$ cat config.mk
export PLATFORM = sky130hd
export DESIGN_NAME = card_bridge_reset_suspend
export DESIGN_NICKNAME = d
export VERILOG_FILES = /design/src/rtl/card_bridge_pkg.sv /design/src/rtl/pin_sync.sv /design/src/rtl/card_bridge_reset_suspend.sv
export SDC_FILE = /design/constraint.sdc
export NUM_CORES = 1
export LEC_CHECK = 0
export BUFFER_PORTS_ARGS = -buffer_cell sky130_fd_sc_hd__buf_2
export CAP_MARGIN = 0
export CELL_PAD_IN_SITES_DETAIL_PLACEMENT = 0
export CELL_PAD_IN_SITES_GLOBAL_PLACEMENT = 1
export CORE_ASPECT_RATIO = 1.25
export CORE_MARGIN = 2
export CORE_UTILIZATION = 37
export CTS_CLUSTER_DIAMETER = 100
export DETAILED_ROUTE_END_ITERATION = 10
export PLACE_DENSITY = 0.83
export SYNTH_ARGS = -nofsm -noshare
export SYNTH_HDL_FRONTEND = slang
export SYNTH_SLANG_ARGS = --single-unit
$ cat constraint.sdc
create_clock -name i_clk_sys -period 3.2 [get_ports i_clk_sys]
set_input_delay 0.16 -clock i_clk_sys [delete_from_list [all_inputs] [get_ports i_clk_sys]]
set_output_delay 0.16 -clock i_clk_sys [all_outputs]
set_load 0.01 [all_outputs]
$ cat src/rtl/card_bridge_pkg.sv
// What this block does
// - global reset: outputs off, registers to default
// - suspend keeps registers through global reset, except the pme status, which global reset clears
// - bus reset: outputs off, supply select registers reset, wake enable kept
// - pme during bus reset only if enabled
// - after bus reset release, default state
// - suspend keeps registers through bus reset
// - all inputs sampled on rising clock edge
// - drive two main and two prog selects
`default_nettype none
package card_bridge_pkg;
  // ==========================================================
  // reset values
  localparam logic [1:0] MAIN_SEL_RST = 2'h0;
  localparam logic [1:0] PROG_SEL_RST = 2'h0;
  localparam logic PME_EN_RST = 1'b0;
  // ==========================================================
  // reset source state
  typedef enum logic [1:0] {
    ST_RUN = 2'h0,
    ST_HOLD = 2'h1,
    ST_SUSP = 2'h3
  } reset_state_t;
endpackage
`default_nettype wire

$ cat src/rtl/pin_sync.sv
`timescale 1ns/1ps
`default_nettype none
module pin_sync #(
  parameter int WIDTH = 1
) (
  input wire logic i_clk_sys,
  input wire logic i_reset,
  input wire logic [WIDTH-1:0] i_async,
  output logic [WIDTH-1:0] o_sync
);
  logic [WIDTH-1:0] stage1_r;
  // ==========================================================
  // two-stage synchroniser, first stage read only by second
  always_ff @(posedge i_clk_sys)
  begin
    if (i_reset)
    begin
      stage1_r <= '0;
      o_sync <= '0;
    end
    else
    begin
      stage1_r <= i_async;
      o_sync <= stage1_r;
    end
  end
endmodule
`default_nettype wire

$ cat src/rtl/card_bridge_reset_suspend.sv
`timescale 1ns/1ps
`default_nettype none
module card_bridge_reset_suspend (
  input wire logic i_clk_sys,
  input wire logic i_reset,
  input wire logic i_global_reset_in,
  input wire logic i_bus_reset_in,
  input wire logic i_suspend,
  input wire logic i_regulator_enable_n,
  input wire logic i_cfg_we,
  input wire logic [1:0] i_cfg_main_sel,
  input wire logic [1:0] i_cfg_prog_sel,
  input wire logic i_cfg_pme_en,
  input wire logic i_pme_event,
  output logic o_card_main_supply_sel0,
  output logic o_card_main_supply_sel1,
  output logic o_card_prog_supply_sel0,
  output logic o_card_prog_supply_sel1,
  output logic o_supply_sel_oe,
  output logic o_pme_n_out,
  output logic o_pme_n_oe,
  output logic o_regulator_internal,
  output logic [1:0] o_state
);
  // synchronised pins
  logic [3:0] pins_s;
  logic global_reset_in_s;
  logic bus_reset_in_s;
  logic susp_s;
  logic vren_n_s;

  // reset qualifiers
  logic any_rst;
  logic regs_clear;
  logic pme_en_clear;
  logic pme_clear;
  logic cfg_take;

  // registers
  logic [1:0] main_sel_r;
  logic [1:0] prog_sel_r;
  logic pme_en_r;
  logic pme_r;
  logic pme_oe;
  logic regulator_internal_r;
  card_bridge_pkg::reset_state_t state_r;
  card_bridge_pkg::reset_state_t state_nxt;

  // ==========================================================
  // pin inputs, sampled on rising edge
  pin_sync #(.WIDTH(4)) u_sync (
    .i_clk_sys(i_clk_sys),
    .i_reset(i_reset),
    .i_async({i_global_reset_in, i_bus_reset_in, i_suspend, i_regulator_enable_n}),
    .o_sync(pins_s)
  );
  assign global_reset_in_s = pins_s[3];
  assign bus_reset_in_s = pins_s[2];
  assign susp_s = pins_s[1];
  assign vren_n_s = pins_s[0];

  // ==========================================================
  // reset qualifiers
  // either reset takes the pins off the bus, suspend or not
  assign any_rst = global_reset_in_s | bus_reset_in_s;
  // suspend shields the registers except pme status, never the pins
  assign regs_clear = any_rst && !susp_s;
  // bus reset leaves the wake enable alone so pme can still be raised
  assign pme_en_clear = global_reset_in_s && !susp_s;
  assign pme_clear = global_reset_in_s;
  // writes are refused while either reset is seen
  // limitation: a write up to two cycles after a reset pin rises still lands
  assign cfg_take = i_cfg_we && !any_rst;

  // ==========================================================
  // reset state
  always_comb
  begin
    state_nxt = state_r;
    case (state_r)
      card_bridge_pkg::ST_RUN:
      begin
        if (any_rst && susp_s)
          state_nxt = card_bridge_pkg::ST_SUSP;
        else if (any_rst)
          state_nxt = card_bridge_pkg::ST_HOLD;
        else
          state_nxt = card_bridge_pkg::ST_RUN;
      end
      card_bridge_pkg::ST_HOLD:
      begin
        if (!any_rst)
          state_nxt = card_bridge_pkg::ST_RUN;
        else if (susp_s)
          state_nxt = card_bridge_pkg::ST_SUSP;
        else
          state_nxt = card_bridge_pkg::ST_HOLD;
      end
      card_bridge_pkg::ST_SUSP:
      begin
        if (!any_rst)
          state_nxt = card_bridge_pkg::ST_RUN;
        else if (susp_s)
          state_nxt = card_bridge_pkg::ST_SUSP;
        else
          state_nxt = card_bridge_pkg::ST_HOLD;
      end
      default:
      begin
        state_nxt = card_bridge_pkg::ST_RUN;
      end
    endcase
  end

  always_ff @(posedge i_clk_sys)
  begin
    if (i_reset)
    begin
      state_r <= card_bridge_pkg::ST_RUN;
    end
    else
    begin
      state_r <= state_nxt;
    end
  end

  // ==========================================================
  // supply selects; suspend shields them from both resets
  always_ff @(posedge i_clk_sys)
  begin
    if (i_reset || regs_clear)
    begin
      main_sel_r <= card_bridge_pkg::MAIN_SEL_RST;
    end
    else if (cfg_take)
    begin
      main_sel_r <= i_cfg_main_sel;
    end
  end

  always_ff @(posedge i_clk_sys)
  begin
    if (i_reset || regs_clear)
    begin
      prog_sel_r <= card_bridge_pkg::PROG_SEL_RST;
    end
    else if (cfg_take)
    begin
      prog_sel_r <= i_cfg_prog_sel;
    end
  end

  // ==========================================================
  // wake enable, cleared by an unshielded global reset only
  always_ff @(posedge i_clk_sys)
  begin
    if (i_reset || pme_en_clear)
    begin
      pme_en_r <= card_bridge_pkg::PME_EN_RST;
    end
    else if (cfg_take)
    begin
      pme_en_r <= i_cfg_pme_en;
    end
  end

  // ==========================================================
  // pme status; an event wins over a clearing write in one cycle
  always_ff @(posedge i_clk_sys)
  begin
    if (i_reset || pme_clear)
    begin
      pme_r <= 1'h0;
    end
    else if (!pme_en_r)
    begin
      pme_r <= 1'h0;
    end
    else if (i_pme_event)
    begin
      pme_r <= 1'h1;
    end
    else if (!bus_reset_in_s && i_cfg_we)
    begin
      pme_r <= 1'h0;
    end
  end

  // ==========================================================
  // pme pin: the one output allowed out during a bus reset
  always_comb
  begin
    pme_oe = 1'h0;
    if (pme_r && !global_reset_in_s)
    begin
      pme_oe = !bus_reset_in_s || pme_en_r;
    end
  end

  // ==========================================================
  // regulator strap, registered so the status pin is a flop output
  // the strap is static in a real system, so three cycles of lag (two sync stages plus this register) are harmless
  always_ff @(posedge i_clk_sys)
  begin
    if (i_reset)
    begin
      regulator_internal_r <= 1'h0;
    end
    else
    begin
      regulator_internal_r <= !vren_n_s;
    end
  end

  // ==========================================================
  // outputs: released only while no reset holds them
  assign o_supply_sel_oe = !any_rst;

  assign o_card_main_supply_sel0 = main_sel_r[0];
  assign o_card_main_supply_sel1 = main_sel_r[1];
  assign o_card_prog_supply_sel0 = prog_sel_r[0];
  assign o_card_prog_supply_sel1 = prog_sel_r[1];

  // open drain: the pin is only ever pulled low
  assign o_pme_n_out = 1'h0;
  assign o_pme_n_oe = pme_oe;
  assign o_regulator_internal = regulator_internal_r;
  assign o_state = state_r;
endmodule
`default_nettype wire

== Yosys cells after proc, flatten, opt, wreduce, memory -nomap -nowiden ==
Cells that the tools add are included.
Word-level totals
  bits of input ports: 13
  bits in registers: 17
  word-level logic and storage cells: 39
  output and inout port bits: 10
Operators by class
  reduce and logical (&&, ||, !) cells: 19
  mux-type cells: 8
  eq/ne operators: 2
  bitwise gates (word level): 2
Operator list (number)
  $logic_and 1x1->1: 6
  $mux 2: 3
  $logic_not 1->1: 5
  $logic_or 1x1->1: 4
  $mux 1: 4
  $pmux 2 s2: 1
  $reduce_or 2->1: 2
  $eq 2x1->1 const B: 1
  $eq 2x2->1 const B: 1
  $logic_not 2->1: 1
  $reduce_bool 2->1: 1
  $not 1->1: 1
  $or 1x1->1: 1

== Longest topological paths before layout ==
  depth after elaboration: 4
  gate-level depth with buffers: 4
  depth with buffers taken out: 3

== Cells and area by module ==
A second synthesis with hierarchy kept.
Unflattened totals
  cells, all modules: 57
  area, all modules: 628.1 um2
By module, submodules not included
  card_bridge_reset_suspend: area each 417.9 um2, cells each 41, seq. area each 180.2 um2, times used 1
  pin_sync: area each 210.2 um2, cells each 16, seq. area each 160.2 um2, times used 1

== Worst setup path before layout ==
Ideal clock, no wire load.
  path kind: reg2reg
  start: register u_sync.o_sync[3]
  end: register main_sel_r[0]
  stages on the path, launching flop included: 5
  library setup time: 0.134 ns
  data arrival time: 1.003 ns
  period minus slack after synthesis: 1.137 ns
  buffers on the path: 1
  data required time: 3.066 ns
  path slack: 2.063 ns
  cells stage by stage: dfxtp_1 > or3b_1 > buf_6 > o21ai_4 > o32ai_2
On the way
  cells in the longest elaborated chain, start to end: 3
  elaborated cells on any way between the ends: 5
  classes of those cells: bitwise (1); reduce/logical (4)
RTL lines
  start, declared: line pin_sync.sv:9  | output logic [WIDTH-1:0] o_sync
  start signal, assigned: line pin_sync.sv:24  | o_sync <= stage1_r;
  $or 1x1->1 *: line card_bridge_reset_suspend.sv:65  | assign any_rst = global_reset_in_s | bus_reset_in_s;
  $logic_not 1->1 or $logic_and 1x1->1 (tied branches): line card_bridge_reset_suspend.sv:73, card_bridge_reset_suspend.sv:67
  $logic_and 1x1->1 or $logic_or 1x1->1 (tied branches): line card_bridge_reset_suspend.sv:73, card_bridge_reset_suspend.sv:131
  end signal, assigned: line card_bridge_reset_suspend.sv:133  | main_sel_r <= card_bridge_pkg::MAIN_SEL_RST;
  end signal, assigned: line card_bridge_reset_suspend.sv:137  | main_sel_r <= i_cfg_main_sel;
  end, declared: line card_bridge_reset_suspend.sv:40  | logic [1:0] main_sel_r;
Mark *: on every way between the ends. The rest lies on a longest branch, timed or not.
A chain may end at the register's enable or synchronous reset.

== Worst setup path in the final report ==
  start: register u_sync.o_sync[3]
  end: output o_pme_n_oe
On the way
  cells in the longest elaborated chain, start to end: 3
RTL lines
  $logic_not 1->1: line card_bridge_reset_suspend.sv:194  | if (pme_r && !global_reset_in_s)
  $logic_and 1x1->1: line card_bridge_reset_suspend.sv:194
  $mux 1: line card_bridge_reset_suspend.sv:194
  end, declared: line card_bridge_reset_suspend.sv:21  | output logic o_pme_n_oe,
Every way passes these cells.

==> impl_metrics.py <==
metrics = {
    "final_layout": {
        "multi_input_area_sq_um": 253,
        "syn2layout_area_growth_pct": 20.2,
        "final_cell_mix": "buf_2 (21), dfxtp_1 (17), nor2b_1 (10), inv_1 (5), nand2b_1 (5)",
        "final.fill_count": 164,
        "regArea_sq_um": 340,
        "antenna_cells": 0,
        "instances_no_fill": 97,
        "nNetsFinal": 93,
        "drive_above_1_share_pct": 40.5,
        "mostFrequentLayoutCell": "buf_2",
    },
    "clock_tree": {
        "cts_tree": "done",
        "insertion_delay_ns": 0.29,
        "cts_num_sinks": 17,
        "cts_hold_buf": 0,
        "post_cts_resize_count": 0,
        "path_clk_slew_ns": 0.10,
        "cts_buffer_depth": 2,
        "postCtsSetupRepairBufs": 0,
        "cts_buffers": 3,
        "cts_root_buffer": "clkbuf_4",
        "htreeDepth": 1,
    },
    "yosys": {
        "netlist_instances": 58,
        "synth_area_sq_um": 638,
        "yosysWarnings": 0,
        "yosys.area.top_type": "dfxtp_1",
        "syn_avg_cell_area_sq_um": 11.0,
        "synth_area_leaders": "dfxtp_1 (53%), o32ai_2 (10%), nor2b_1 (9.8%)",
        "synth_adder_area_share_pct": 0,
        "synthSimpleGateAreaFrac_pct": 21.2,
        "synth_seq_cells": 17,
        "seq_area_frac_synth_pct": 53.3,
        "synth_mux_area_share_pct": 0,
        "synthesis.nets": 71,
        "synth_compound_area_share_pct": 17.8,
        "synth_top_family_by_area": "simple AND/OR/NAND/NOR gates",
        "synth_top_area_share_pct": 53.3,
        "synth_cell_type_count": 19,
        "synth_xor_area_share_pct": 0,
    },
    "floorplanning": {
        "die-height_um": 50.4,
        "initial_core_util_pct": 39.8,
        "io_pins": 23,
        "fp.dieArea_sq_um": 2070,
        "core_sq_um": 1600,
        "rows": 16,
        "die_w_um": 41.1,
    },
    "global_route": {
        "grt_pass1_vias": 423,
        "overflow": 0,
        "grt_pass1_wl_um": 1610,
        "antenna_found_initial": 0,
        "track_usage_pct": 11.6,
        "grt_max_degree": 22,
    },
    "detailed_routing": {
        "drt-initial-drc-count": 5,
        "first_pass_iters": 3,
        "route.detailed.drc": 0,
        "wl_per_cell_um": 10.3,
        "postRouteWirelength_um": 995,
        "via_count": 435,
        "avgViaCountPerCell": 4.48,
        "ant_nets": 0,
    },
    "sta": {
        "fin_crit_ns": 1.34,
        "hold_viol": 0,
        "rsz0062_at_grt": "no",
        "finalClockSkew_ns": 0.00513,
        "holdWs_ns": 0.0766,
        "fmax_ghz": 0.749,
        "fin_tns_setup_ns": 0,
        "drv_slew": 0,
        "timing.final.crit_share_pct": 41.7,
        "setup_viol": 0,
    },
    "setup_path": {
        "critPathCaptureType": "primary output",
        "startpoint_type": "register",
        "path_max_fanout": 6,
        "critical_path_class": "register to primary output",
        "crit_required_ns": 3.04,
        "cp.arrival_ns": 1.18,
    },
    "flow_run": {
        "cap_violations": 0,
    },
    "power_and_ir_drop": {
        "p_seq_share_pct": 58.8,
        "comb_power_share_pct": 11.9,
        "p_per_area_nw_per_um2": 502,
        "ir_drop_uv": 303,
        "p_int_uw": 291,
        "swShare_pct": 24.5,
        "power.leakage_uw": 0.000344,
        "clock_power_share_pct": 29.3,
        "switchingPower_uw": 94.6,
    },
    "place": {
        "io_buffer_count": 21,
        "placed_cells": 93,
        "hpwl_um": 748,
        "gp_congestion": 0.610,
    },
    "run_status": {
        "status": "complete, no violations",
    },
    "worst_hold_path": {
        "hold_path_class": "input pin to register",
    },
}
critical path, stage by stage (launching register included):
cell and delay, ns:
dfxtp_1 0.36, nor2_2 0.25, o21a_1 0.17, buf_2 0.12
metrics by stage:
step | power [uW] | instance area, sq um | util (%) | worst slack, ns
2_1_floorplan | 265 | 638 | - | 2.06
4_1_cts | 389 | 767 | 47.9 | 1.84
6_report | 385 | 767 | 47.9 | 1.86
5_1_grt | 403 | 767 | 47.9 | 1.79
3_5_place_dp | 278 | 739 | 46.2 | 1.95
3_3_place_gp | 277 | 739 | 46.2 | 1.98
synth_stat cells (all sizes together):
library cell and instances:
a2111oi 1, a21oi 2, buf 2, clkbuf 2
conb 1, dfxtp 17, inv 5, nand2b 5
nor2 3, nor2b 10, nor3 1, nor3b 1
nor4 1, o21a 1, o21ai 1, o32ai 4
or3b 1
layer usage:
metal	vias to the layer above	routed length (um)	GRT usage (%)
met4	0	10	8.06
met5	-	0	0
met3	2	57	3.98
met1	192	431	13.8
met2	11	497	16.7
li1	230	-	-
final timing paths:
| check | from | endpoint | cells past startpoint | slack [ns] |
|---|---|---|---|---|
| max | u_sync.o_sync[3] | o_pme_n_oe | 3 | 1.86 |
| min | i_suspend | u_sync.stage1_r[1] | 2 | 0.08 |
| max reg2reg | u_sync.o_sync[3] | prog_sel_r[1] | 3 | 1.94 |
| min reg2reg | u_sync.o_sync[0] | o_regulator_internal | 1 | 0.39 |
layout make-up:
| cell class | count | area share, % |
|---|---|---|
| flip-flops and latches | 17 | 44.4 |
| well taps | 18 | 2.94 |
| multi-input cells | 32 | 33.0 |
| inverters | 5 | 2.45 |
| repair buffers | 21 | 13.7 |
| clock buffers | 3 | 2.94 |
| clock inverters | 1 | 0.653 |
sequential cells by signal (all words and copies together) (netlist names):
signal	count
u_sync.o_sync	4
u_sync.stage1_r	4
main_sel_r	2
o_state	2
prog_sel_r	2
o_regulator_internal	1
pme_en_r	1
pme_r	1
cell families (layout without fill, tap and decap cells):
logic type,Yosys count,after routing
and+or+nand+nor,22,22
buffers and inverters,9,30
DFF,17,17
other,1,1
AOI/OAI and AO/OA,9,9
power groups by stage:
stage	sequential [uW]	combinational, uW	clock (uW)
final	227	45.7	113
after global routing	228	51.0	124
after CTS	227	46.5	116
after detailed placement	232	46.5	0
after global placement	231	45.9	0
after floorplan	234	31.2	0
Power figures use the tool's default switching activity.
